`src/startup_seq_consts.vh`:
```
// Constants for the converter start-up sequencer.
`ifndef STARTUP_SEQ_CONSTS_VH
`define STARTUP_SEQ_CONSTS_VH
// Host command and status register offsets.
`define REG_CONTROL        2'h0
`define REG_STATUS         2'h1
`define REG_STEP           2'h2
`define REG_DIVIDER        2'h3
// Control register field positions.
`define CTRL_START_BIT     0
`define CTRL_RESET_BIT     1
// Status register field positions.
`define STAT_BUSY_BIT      0
`define STAT_DONE_BIT      1
`define STAT_CAL_BIT       2
// Reset value of the serial clock half-period count.
`define DIVIDER_RESET      8'h04
// Timing figures in their own units and the clock period in picoseconds.
`define CLK_PERIOD_PS      5000
`define POWERUP_WAIT_US    1000
`define RESET_PULSE_NS     10
`define RESET_RELEASE_US   100
`define CAL_WAIT_US        2000
// Cycle counts, rounded up because every figure is a least time.
`define POWERUP_CYCLES     ((`POWERUP_WAIT_US * 1000000 + `CLK_PERIOD_PS - 1) / `CLK_PERIOD_PS)
`define RESET_CYCLES       ((`RESET_PULSE_NS * 1000 + `CLK_PERIOD_PS - 1) / `CLK_PERIOD_PS)
`define RELEASE_CYCLES     ((`RESET_RELEASE_US * 1000000 + `CLK_PERIOD_PS - 1) / `CLK_PERIOD_PS)
`define CAL_CYCLES         ((`CAL_WAIT_US * 1000000 + `CLK_PERIOD_PS - 1) / `CLK_PERIOD_PS)
// Write count and wait slot index, unused; the sequencer holds 37 writes and waits before step 20.
`define SEQ_LENGTH         6'd41
`define CAL_WAIT_STEP      6'd27
`endif
```
`src/adc_startup_config_sequencer.v`:
```
// Host-side sequencer that resets and configures the quad converter over its serial port.
//
// Strobed register access and the register addresses were left to the implementer.
`timescale 1ns/100ps
`include "startup_seq_consts.vh"

module adc_startup_config_sequencer #(
  parameter POWERUP_CYCLES = `POWERUP_CYCLES,       // Cycles waited after power-up.
  parameter RELEASE_CYCLES = `RELEASE_CYCLES,       // Cycles waited after reset release.
  parameter CAL_CYCLES     = `CAL_CYCLES            // Cycles of calibration time.
) (
  input  wire        clk_sys,                       // System clock, 200 MHz.
  input  wire        rst_b,                         // Asynchronous reset, active low.
  input  wire [1:0]  addr,                          // Host register address.
  input  wire [7:0]  wdata,                         // Host write data.
  input  wire        wr,                            // Host write strobe.
  input  wire        rd,                            // Host read strobe.
  output reg  [7:0]  rdata,                         // Host read data, cycle after strobe.
  input  wire        clocks_ready,                  // Sampling clock and reference running.
  output reg         hw_reset,                      // Device hardware reset, active high.
  output reg         serial_port_select_b,          // Serial enable, active low.
  output reg         sclk,                          // Serial clock made by this end.
  output reg         sdata,                         // Serial data to the device.
  output reg         done                           // Sequence finished.
);

  localparam S_IDLE    = 3'd0;
  localparam S_POWERUP = 3'd1;
  localparam S_PULSE   = 3'd2;
  localparam S_RELEASE = 3'd3;
  localparam S_SHIFT   = 3'd4;
  localparam S_GAP     = 3'd5;
  localparam S_CALWAIT = 3'd6;
  localparam S_DONE    = 3'd7;

  reg  [2:0]  state;
  reg  [2:0]  next_state;
  reg  [31:0] timer;
  reg  [5:0]  step;
  reg  [4:0]  bit_cnt;
  reg  [15:0] shift;
  reg  [7:0]  half_cnt;
  reg  [7:0]  divider;
  reg         ready_meta;
  reg         ready_sync;
  reg         start_req;

  // Sequence table: address in the high byte, data in the low byte.
  function [15:0] seq_word;
    input [5:0] idx;
    begin
      case (idx)
        6'd0:    seq_word = 16'h0081;
        6'd1:    seq_word = 16'h1100;
        6'd2:    seq_word = 16'h1201;
        6'd3:    seq_word = 16'h1300;
        6'd4:    seq_word = 16'hA503;
        6'd5:    seq_word = 16'hA620;
        6'd6:    seq_word = 16'hAB03;
        6'd7:    seq_word = 16'hAC03;
        6'd8:    seq_word = 16'hAD08;
        6'd9:    seq_word = 16'hAE08;
        6'd10:   seq_word = 16'h6402;
        6'd11:   seq_word = 16'h1100;
        6'd12:   seq_word = 16'h1260;
        6'd13:   seq_word = 16'h1300;
        6'd14:   seq_word = 16'h260F;
        6'd15:   seq_word = 16'h2080;
        6'd16:   seq_word = 16'h11FF;
        6'd17:   seq_word = 16'h1200;
        6'd18:   seq_word = 16'h1300;
        6'd19:   seq_word = 16'hD508;
        6'd20:   seq_word = 16'hD500;
        6'd21:   seq_word = 16'h2A00;
        6'd22:   seq_word = 16'hCF50;
        6'd23:   seq_word = 16'h1100;
        6'd24:   seq_word = 16'h121E;
        6'd25:   seq_word = 16'h1300;
        6'd26:   seq_word = 16'h2D02;
        6'd27:   seq_word = 16'h1100;
        6'd28:   seq_word = 16'h1201;
        6'd29:   seq_word = 16'h1300;
        6'd30:   seq_word = 16'h8C02;
        6'd31:   seq_word = 16'hB701;
        6'd32:   seq_word = 16'hB700;
        6'd33:   seq_word = 16'h1100;
        6'd34:   seq_word = 16'h1200;
        6'd35:   seq_word = 16'h1301;
        6'd36:   seq_word = 16'h6A02;
        default: seq_word = 16'h0000;
      endcase
    end
  endfunction

  // Index of the last write in the table above.
  localparam [5:0] LAST_STEP = 6'd36;
  localparam [5:0] CAL_STEP  = 6'd20;

  // Current and following table words; a function result cannot be part-selected directly.
  wire [15:0] cur_word;
  wire [15:0] nxt_word;
  assign cur_word = seq_word(step);
  assign nxt_word = seq_word(step + 6'd1);

  // The clock-ready level comes from outside, so it is synchronised first.
  always @(posedge clk_sys or negedge rst_b) begin
    if (!rst_b) begin
      ready_meta <= 1'b0;
      ready_sync <= 1'b0;
    end else begin
      ready_meta <= clocks_ready;
      ready_sync <= ready_meta;
    end
  end

  // Host register writes; start is held until the sequencer takes it.
  always @(posedge clk_sys or negedge rst_b) begin
    if (!rst_b) begin
      start_req <= 1'b0;
      divider   <= `DIVIDER_RESET;
    end else begin
      if (wr && addr == `REG_CONTROL && wdata[`CTRL_START_BIT]) begin
        start_req <= 1'b1;
      end else if (state == S_POWERUP) begin
        start_req <= 1'b0;
      end
      if (wr && addr == `REG_DIVIDER && wdata != 8'h00) begin
        divider <= wdata;
      end
    end
  end

  // Read data stands in the cycle after the strobe only.
  always @(posedge clk_sys or negedge rst_b) begin
    if (!rst_b) begin
      rdata <= 8'h00;
    end else if (rd) begin
      case (addr)
        `REG_CONTROL: rdata <= {7'h00, start_req};
        `REG_STATUS:  rdata <= {5'h00, state == S_CALWAIT, done, state != S_IDLE && state != S_DONE};
        `REG_STEP:    rdata <= {2'h0, step};
        default:      rdata <= divider;
      endcase
    end else begin
      rdata <= 8'h00;
    end
  end

  // Next-state decision; serial work waits for running clocks.
  always @* begin
    next_state = state;
    case (state)
      S_IDLE:    if (start_req && ready_sync) next_state = S_POWERUP;
      S_POWERUP: if (timer == 32'd0) next_state = S_PULSE;
      S_PULSE:   if (timer == 32'd0) next_state = S_RELEASE;
      S_RELEASE: if (timer == 32'd0) next_state = S_SHIFT;
      S_SHIFT:   if (bit_cnt == 5'd0 && half_cnt == 8'd0 && sclk) next_state = S_GAP;
      S_GAP: begin
        if (timer == 32'd0) begin
          if (step == LAST_STEP) begin
            next_state = S_DONE;
          end else if (step + 6'd1 == CAL_STEP) begin
            next_state = S_CALWAIT;
          end else begin
            next_state = S_SHIFT;
          end
        end
      end
      S_CALWAIT: if (timer == 32'd0) next_state = S_SHIFT;
      S_DONE:    next_state = S_DONE;
      default:   next_state = S_IDLE;
    endcase
  end

  // Sequencer datapath: timers, serial shifting and step advance.
  always @(posedge clk_sys or negedge rst_b) begin
    if (!rst_b) begin
      state                <= S_IDLE;
      timer                <= 32'd0;
      step                 <= 6'd0;
      bit_cnt              <= 5'd0;
      shift                <= 16'h0000;
      half_cnt             <= 8'h00;
      hw_reset             <= 1'b0;
      serial_port_select_b <= 1'b1;
      sclk                 <= 1'b0;
      sdata                <= 1'b0;
      done                 <= 1'b0;
    end else begin
      state <= next_state;
      if (timer != 32'd0) begin
        timer <= timer - 32'd1;
      end
      case (state)
        S_IDLE: begin
          timer <= POWERUP_CYCLES - 1;
        end
        S_POWERUP: begin
          if (timer == 32'd0) begin
            hw_reset <= 1'b1;
            timer    <= `RESET_CYCLES - 1;
          end
        end
        S_PULSE: begin
          if (timer == 32'd0) begin
            hw_reset <= 1'b0;
            timer    <= RELEASE_CYCLES - 1;
          end
        end
        S_RELEASE, S_CALWAIT: begin
          if (timer == 32'd0) begin
            // Frame opens with select low; first bit is put out before any clock edge.
            serial_port_select_b <= 1'b0;
            shift    <= {cur_word[14:0], 1'b0};
            sdata    <= cur_word[15];
            bit_cnt  <= 5'd15;
            half_cnt <= divider;
            sclk     <= 1'b0;
          end
        end
        S_SHIFT: begin
          // Device samples on the rising edge; data changes on the falling edge.
          if (half_cnt != 8'h00) begin
            half_cnt <= half_cnt - 8'h01;
          end else begin
            half_cnt <= divider;
            sclk     <= ~sclk;
            if (sclk) begin
              if (bit_cnt != 5'd0) begin
                bit_cnt <= bit_cnt - 5'd1;
                sdata   <= shift[15];
                shift   <= {shift[14:0], 1'b0};
              end else begin
                serial_port_select_b <= 1'b1;
                timer                <= {24'h000000, divider};
              end
            end
          end
        end
        S_GAP: begin
          // A write is complete before the next one is started.
          if (timer == 32'd0) begin
            step <= step + 6'd1;
            if (step == LAST_STEP) begin
              done <= 1'b1;
            end else if (step + 6'd1 == CAL_STEP) begin
              timer <= CAL_CYCLES - 1;
            end else begin
              serial_port_select_b <= 1'b0;
              shift    <= {nxt_word[14:0], 1'b0};
              sdata    <= nxt_word[15];
              bit_cnt  <= 5'd15;
              half_cnt <= divider;
            end
          end
        end
        default: begin
          timer <= 32'd0;
        end
      endcase
    end
  end

endmodule // adc_startup_config_sequencer

```
`config.mk`:
```
export PLATFORM = sky130hd
export DESIGN_NAME = adc_startup_config_sequencer
export DESIGN_NICKNAME = d
export VERILOG_FILES = /design/src/adc_startup_config_sequencer.v
export VERILOG_INCLUDE_DIRS = /design/src /design/src/src
export SDC_FILE = /design/constraint.sdc
export NUM_CORES = 1
export LEC_CHECK = 0
export BUFFER_PORTS_ARGS = -buffer_cell sky130_fd_sc_hd__buf_2
export CAP_MARGIN = 20
export CORE_UTILIZATION = 35
export CTS_CLUSTER_SIZE = 12
export DETAILED_ROUTE_END_ITERATION = 10
export SYNTH_ARGS = -nofsm -noshare
export SYNTH_HDL_FRONTEND = slang
export SYNTH_SLANG_ARGS = --single-unit
```
`constraint.sdc`:
```
create_clock -name clk_sys -period 9.42 [get_ports clk_sys]
set_input_delay 0.942 -clock clk_sys [delete_from_list [all_inputs] [get_ports clk_sys]]
set_output_delay 0.942 -clock clk_sys [all_outputs]
set_load 0.03 [all_outputs]
```
# Word-level counts from Yosys, hierarchy flattened
# Memories as Yosys holds them, arrays and structs flattened.
# Index checks and enable logic that the tools add are counted.
# word_totals
out_inout_bits,13
reg_bits,94
in_bits,15
mem_count,2
elab_cells,144
mem_bits_ro,2048
# classes
muxes,65
bitwise_logic,1
n_eq_ne,25
reduce_logical,31
addsub,4
# mem_list
memory,depth,width,rd,rd_ports_with_merged_regs,wr,line,rtl
(no name shown),64,16,1,0,0,adc_startup_config_sequencer.v:52,case (idx)
(no name shown),64,16,1,0,0,adc_startup_config_sequencer.v:52,
# ops
cell,count
2-to-1 mux 32 bit,9
case mux 32 bit (6 select lines),1
2-to-1 mux 16 bit,7
2-to-1 mux 8 bit,6
case mux 16 bit (3 select lines),1
case mux 8 bit (3 select lines),2
2-to-1 mux 5 bit,7
logical NOT 32 bit,1
nonzero test 32 bit,1
subtractor 32 x 1 -> 32 bit (second input constant),1
case mux 3 bit (7 select lines),1
!= test 2 bit (second input constant),10
2-to-1 mux 1 bit,18
2-to-1 mux 3 bit,6
AND reduction 8 bit,2
nonzero test 8 bit,2
case mux 5 bit (3 select lines),1
equality test 3 bit (second input constant),4
AND reduction 3 bit,3
logical AND 1 bit,8
logical NOT 8 bit,1
subtractor 8 x 1 -> 8 bit (second input constant),1
adder 6 x 1 -> 6 bit (second input constant),1
equality test 3 x 2 -> 1 bit (second input constant),2
other kinds (22),30

# Logic depth before layout (Yosys ltp)
# depth
ltp_word,6
ltp_mapped,13
mapped_depth_nobuf,10

# Worst setup path after synthesis
# Ideal clock, no wire load.
# synth_timing
path_kind,register to register
from,register step[0]
to,register half_cnt[5]
n_path_buf,3
t_required_ns,9.337
path_stages_with_launch,13
arrival_ns,2.915
slack_ns,6.422
setup_time_ns,0.083
period_less_slack_ns,2.998
cell_sequence,dfrtp_1 > ha_1 > clkbuf_1 > inv_1 > ha_1 > clkbuf_1 > nand2_1 > nand4b_1 > a22oi_1 > a2bb2oi_1 > clkbuf_1 > a21oi_1 > o22ai_1
# synth_between
elab_chain_cells,4
elab_cells_between_ends,6
cone_classes,add/sub (1); eq/ne (4); reduce/logical (1)
# synth_rtl
element,line,rtl
"start, declared",adc_startup_config_sequencer.v:39,reg [5:0] step;
"start signal, assigned",adc_startup_config_sequencer.v:243,step <= step + 6'd1;
adder 6 x 1 -> 6 bit,adc_startup_config_sequencer.v:246,end else if (step + 6'd1 == CAL_STEP) begin
equality test 6 x 5 -> 1 bit,adc_startup_config_sequencer.v:246,
!= test 2 bit (no line),n/a,
AND reduction 5 bit (no line) (*),n/a,
"end signal, assigned",adc_startup_config_sequencer.v:224,half_cnt <= half_cnt - 8'h01;
"end signal, assigned",adc_startup_config_sequencer.v:226,half_cnt <= divider;
"end signal, assigned",adc_startup_config_sequencer.v:253,half_cnt <= divider;
"end, declared",adc_startup_config_sequencer.v:42,reg [7:0] half_cnt;
# Every way passes the cells marked *; elsewhere a longest branch is shown, timed or not.
# A chain may end at the register's enable or synchronous reset.

# Worst setup path after layout
# layout_timing
from,register step[0]
to,register sdata
# layout_between
elab_chain_cells,6
elab_cells_between_ends,13
cone_classes,add/sub (1); eq/ne (4); mux (5); reduce/logical (1); memory (2)
# layout_rtl
element,line,rtl
adder 6 x 1 -> 6 bit,"adc_startup_config_sequencer.v:103, adc_startup_config_sequencer.v:246",
memory read (64 x 16 bit),n/a,
2-to-1 mux 1 bit,adc_startup_config_sequencer.v:246,
2-to-1 mux 1 bit,adc_startup_config_sequencer.v:244,if (step == LAST_STEP) begin
2-to-1 mux 1 bit,adc_startup_config_sequencer.v:242,if (timer == 32'd0) begin
case mux 1 bit (3 select lines),adc_startup_config_sequencer.v:194,case (state)
"end signal, assigned",adc_startup_config_sequencer.v:215,sdata <= cur_word[15];
"end signal, assigned",adc_startup_config_sequencer.v:231,sdata <= shift[15];
"end signal, assigned",adc_startup_config_sequencer.v:251,sdata <= nxt_word[15];
"end, declared",adc_startup_config_sequencer.v:23,"output reg sdata,"
# Several ways; a longest one is shown, not always the timed one. The select of a mux whose other input is x is not followed.

==> metrics.md <==
| Metric | Value |
|---|---|
| FF-to-FF path depth | `10` |
| Via count | `6011` |
| FF+latch count, synth | `93` |
| Worst path buffer plus inverter count | `2` |
| Final period utilization | `0.475` |
| Gpl congestion | `0.921` |
| Crit path required time | `9.65 ns` |
| TritonCTS clock tree | `done` |
| CP Launch Type | `flop` |
| Die Wd | `138 um` |
| Crit-path leading delay family | `adder cells` |
| Number of nets in the layout | `809` |
| Worst setup endpoint | `sdata` |
| Synth Flop Type | `dfrtp_1` |
| Adder-Cell Fraction of Synth Area | `0.0341` |
| Setup-failing EPs final | `0` |
| Maximum buffer depth of the clock tree | `2` |
| Post-DP HPWL | `13.1 mm` |
| Share of layout cells above drive strength 1 | `0.110` |
| Hold-fix buffers, CTS | `0` |
| Setup TNS | `0 ns` |
| Mapped Cells | `786` |
| Total Routing Usage GR | `0.202` |
| # port buffers | `27` |
| Clk_lat worst skew | `0.35 ns` |
| ANT nets after route | `0` |
| Cell Chain, Critical Path | `ha_1, inv_1, ha_1, nand2_1, nand4b_1, a22oi_1, o2bb2ai_1, buf_4, nand2_1, mux2_2` |
| Max H-tree Level | `3` |
| Worst Skew | `0.0106 ns` |
| Ys Warns | `0` |
| Clock Pin Slew Worst Setup and Hold Paths | `0.07 ns` |
| Area leader, netlist | `dfrtp_1` |
| Synthesis-to-finish area growth | `9.38%` |
| VDD IR-drop max | `0.150 mV` |
| Post-Synth Simple-Gate Area | `0.226` |
| WS Path Type | `flop to flop` |
| Syn nets | `817` |
| Hold depth | `0` |
| CP startpoint | `step[0]` |
| # rows | `49` |
| Number of global-route vias before repair | `5579` |
| Wirelength per Cell | `18.4 um` |
| Post-CTS Resized | `0` |
| CP max FO | `26` |
| Seq/Total Area, Yosys | `0.361` |
| Post-CTS Setup Repair Bufs | `0` |
| Clock root buffer | `clkbuf_16` |
| Tmin final | `4.47 ns` |
| Die area | `19000 um^2` |
| Grt total ovfl | `0` |
| Worst relative slew slack | `0.354` |
| Initial Utilization | `0.358` |
| Hold WS | `0.382 ns` |
| Worst R2R Setup Slack | `4.95 ns` |
| RSZ-0062 raised after global routing | `no` |
| CP max-delay cell | `dfrtp_1` |
| Die Y | `138 um` |
| DRC Markers | `0` |
| Top cell type's share of synthesized area | `0.353` |
| Slowest Stage Delay on Critical Path | `0.90 ns` |
| Cts bufs inserted | `9` |
| Worst r2r src | `step[0]` |
| Core area | `18000 um^2` |
| DR pass1 iterations | `6` |
| Post-synthesis cell area | `6460 um^2` |
| Global-route wire length before repair | `29.6 mm` |
| Ys async rst share | `1.00` |
| # diodes | `0` |
| Final Max Slew Viols | `0` |
| Initial drt markers | `717` |
| Pwr per Cell Area | `158 nW/um^2` |
| Top cells by area, synth | `dfrtp_1 (35%), a21oi_1 (5.0%), nor2_1 (4.5%), o21ai_0 (4.3%), nand2_1 (4.3%)` |
| Worst EP arrival | `4.70 ns` |
| Distinct cells, synth | `70` |
| IO Pins | `28` |
| Via density per instance | `5.94` |
| Status | `completed` |
| Max Cap Violations | `0` |
| Largest family of logic cells by synthesized area | `compound AO/OA/AOI/OAI gates` |
| Syn avg cell area | `8.22 um^2` |
| Fmax | `0.224 GHz` |
| Final WL | `18.6 mm` |
| CP endpoint kind | `flop` |
| Mux share of post-synthesis cell area | `0.0494` |
| Synth Area in Compound Gates | `0.239` |
| Post-synth EDFFs | `0` |
| Synth Area in XOR/XNOR | `0.0448` |
| Stages on worst setup path | `10` |
| FF-to-FF End | `sdata` |
| Worst-margin pin slew | `0.962 ns` |
| Initial antenna violation count | `0` |
| Clock sinks | `93` |
| Worst hold path type | `flop to flop` |
| Largest net degree at the start of global routing | `74` |
| Fin. Hold Viols | `0` |
| LEAKAGE | `2.89 nW` |
-- placed cells by master (no fill, tap or decap), types with 5 or more instances in the layout --
cell,instances
a211oi_1,6
a21oi_1,65
a221o_1,5
a221oi_1,5
a22oi_1,5
a31oi_1,16
and3_1,7
buf_2,26
buf_4,11
clkbuf_16,9
dfrtp_1,91
ha_1,16
inv_1,20
mux2_2,19
mux2i_1,6
nand2_1,74
nand2b_1,13
nand3_1,27
nand4_1,8
nor2_1,78
nor2b_1,9
nor3_1,30
nor4_1,14
o211ai_1,15
o21ai_0,56
o221ai_1,6
o22ai_1,7
or2_2,5
or3_1,11
or4_1,5
xnor2_1,23
xor2_1,10
-- kinds of logic (layout without fill, tap and decap cells) --
logic type                 after synthesis  after routing
buffers and inverters                   78             75
and+or+nand+nor                        298            298
DFF                                     93             93
muxes                                   27             27
xor gates and xnor gates                33             33
AOI/OAI and AO/OA                      239            239
adders and majority gates               18             18
-- stage by stage --
step | util | setup slack [ns] | instance area, um^2 | std cells | power, mW
finish | 0.392 | 4.95 | 7060 | 1012 | 1.12
global route | 0.392 | 4.66 | 7060 | 1012 | 1.18
CTS | 0.392 | 5.09 | 7060 | 1012 | 1.13
detailed placement | 0.374 | 5.10 | 6740 | 996 | 0.730
global placement | 0.374 | 5.22 | 6740 | 996 | 0.727
floorplan | - | 6.42 | 6460 | 786 | 0.660
-- how the worst min path moves through the flow --
stage / from / endpoint / slack [ns]
finish: ready_meta / ready_sync / 0.38
global route: ready_meta / ready_sync / 0.39
CTS: ready_meta / ready_sync / 0.40
detailed placement: ready_meta / ready_sync / 0.38
global placement: ready_meta / ready_sync / 0.38
floorplan: ready_meta / ready_sync / 0.33
-- report_power, final --
part	internal, mW	total, mW	switching [mW]
combinational	0.0980	0.227	0.129
clock	0.234	0.392	0.158
sequential	0.442	0.499	0.0566
-- state kept, by name (all words and copies together), names as in the netlist, 3 cells and up --
register	flops
rdata	8
step	6
shift	15
timer	32
half_cnt	8
state	3
divider	8
bit_cnt	5
-- cells in the mapped netlist, types with 4 or more instances --
cell type / n
nor3b_1: 4
a211oi_1: 6
nand2b_1: 13
xor2_1: 10
o22ai_1: 7
nand2_1: 74
or4_1: 5
a22oi_1: 5
or2_2: 5
dfrtp_1: 91
mux2_2: 19
and3_1: 7
a21oi_1: 65
a222oi_1: 4
xnor2_1: 23
o211ai_1: 15
a221o_1: 5
and2_1: 4
or3_1: 11
ha_1: 16
nor4_1: 14
buf_1: 4
o221ai_1: 6
o21bai_1: 4
inv_1: 20
a311oi_1: 4
a221oi_1: 5
mux2i_1: 6
o21a_1: 4
nor2b_1: 9
clkbuf_1: 48
nand4_1: 8
nor2_1: 78
nand3_1: 27
buf_2: 4
nor3_1: 30
o21ai_0: 56
a31oi_1: 16
-- layout make-up --
type | count | area [um^2]
inverters | 22 | 82.6
flip-flops and latches | 93 | 2330
clock buffers | 9 | 225
well taps | 229 | 287
multi-input cells | 615 | 3830
fillers | 1846 | 11000
repair buffers | 37 | 213
clock inverters | 7 | 96.3
-- layer usage --
metal,wire length [um],vias to the layer above,global-route usage
met5,0,-,0
met1,8510,2850,0.269
li1,-,2885,-
met2,8400,234,0.318
met3,1200,42,0.0423
met4,540,0,0.0797
-- worst register-to-register path: cells and delay by family, from the launching register on --
kind            cells  cell delay (ns)
fa+ha+maj           2             1.47
mux                 1             0.39
compound gates      2             0.38
flops               1             0.90
simple gates        3             0.81
buf+inv             2             0.41
(Power assumes the default switching activity.)
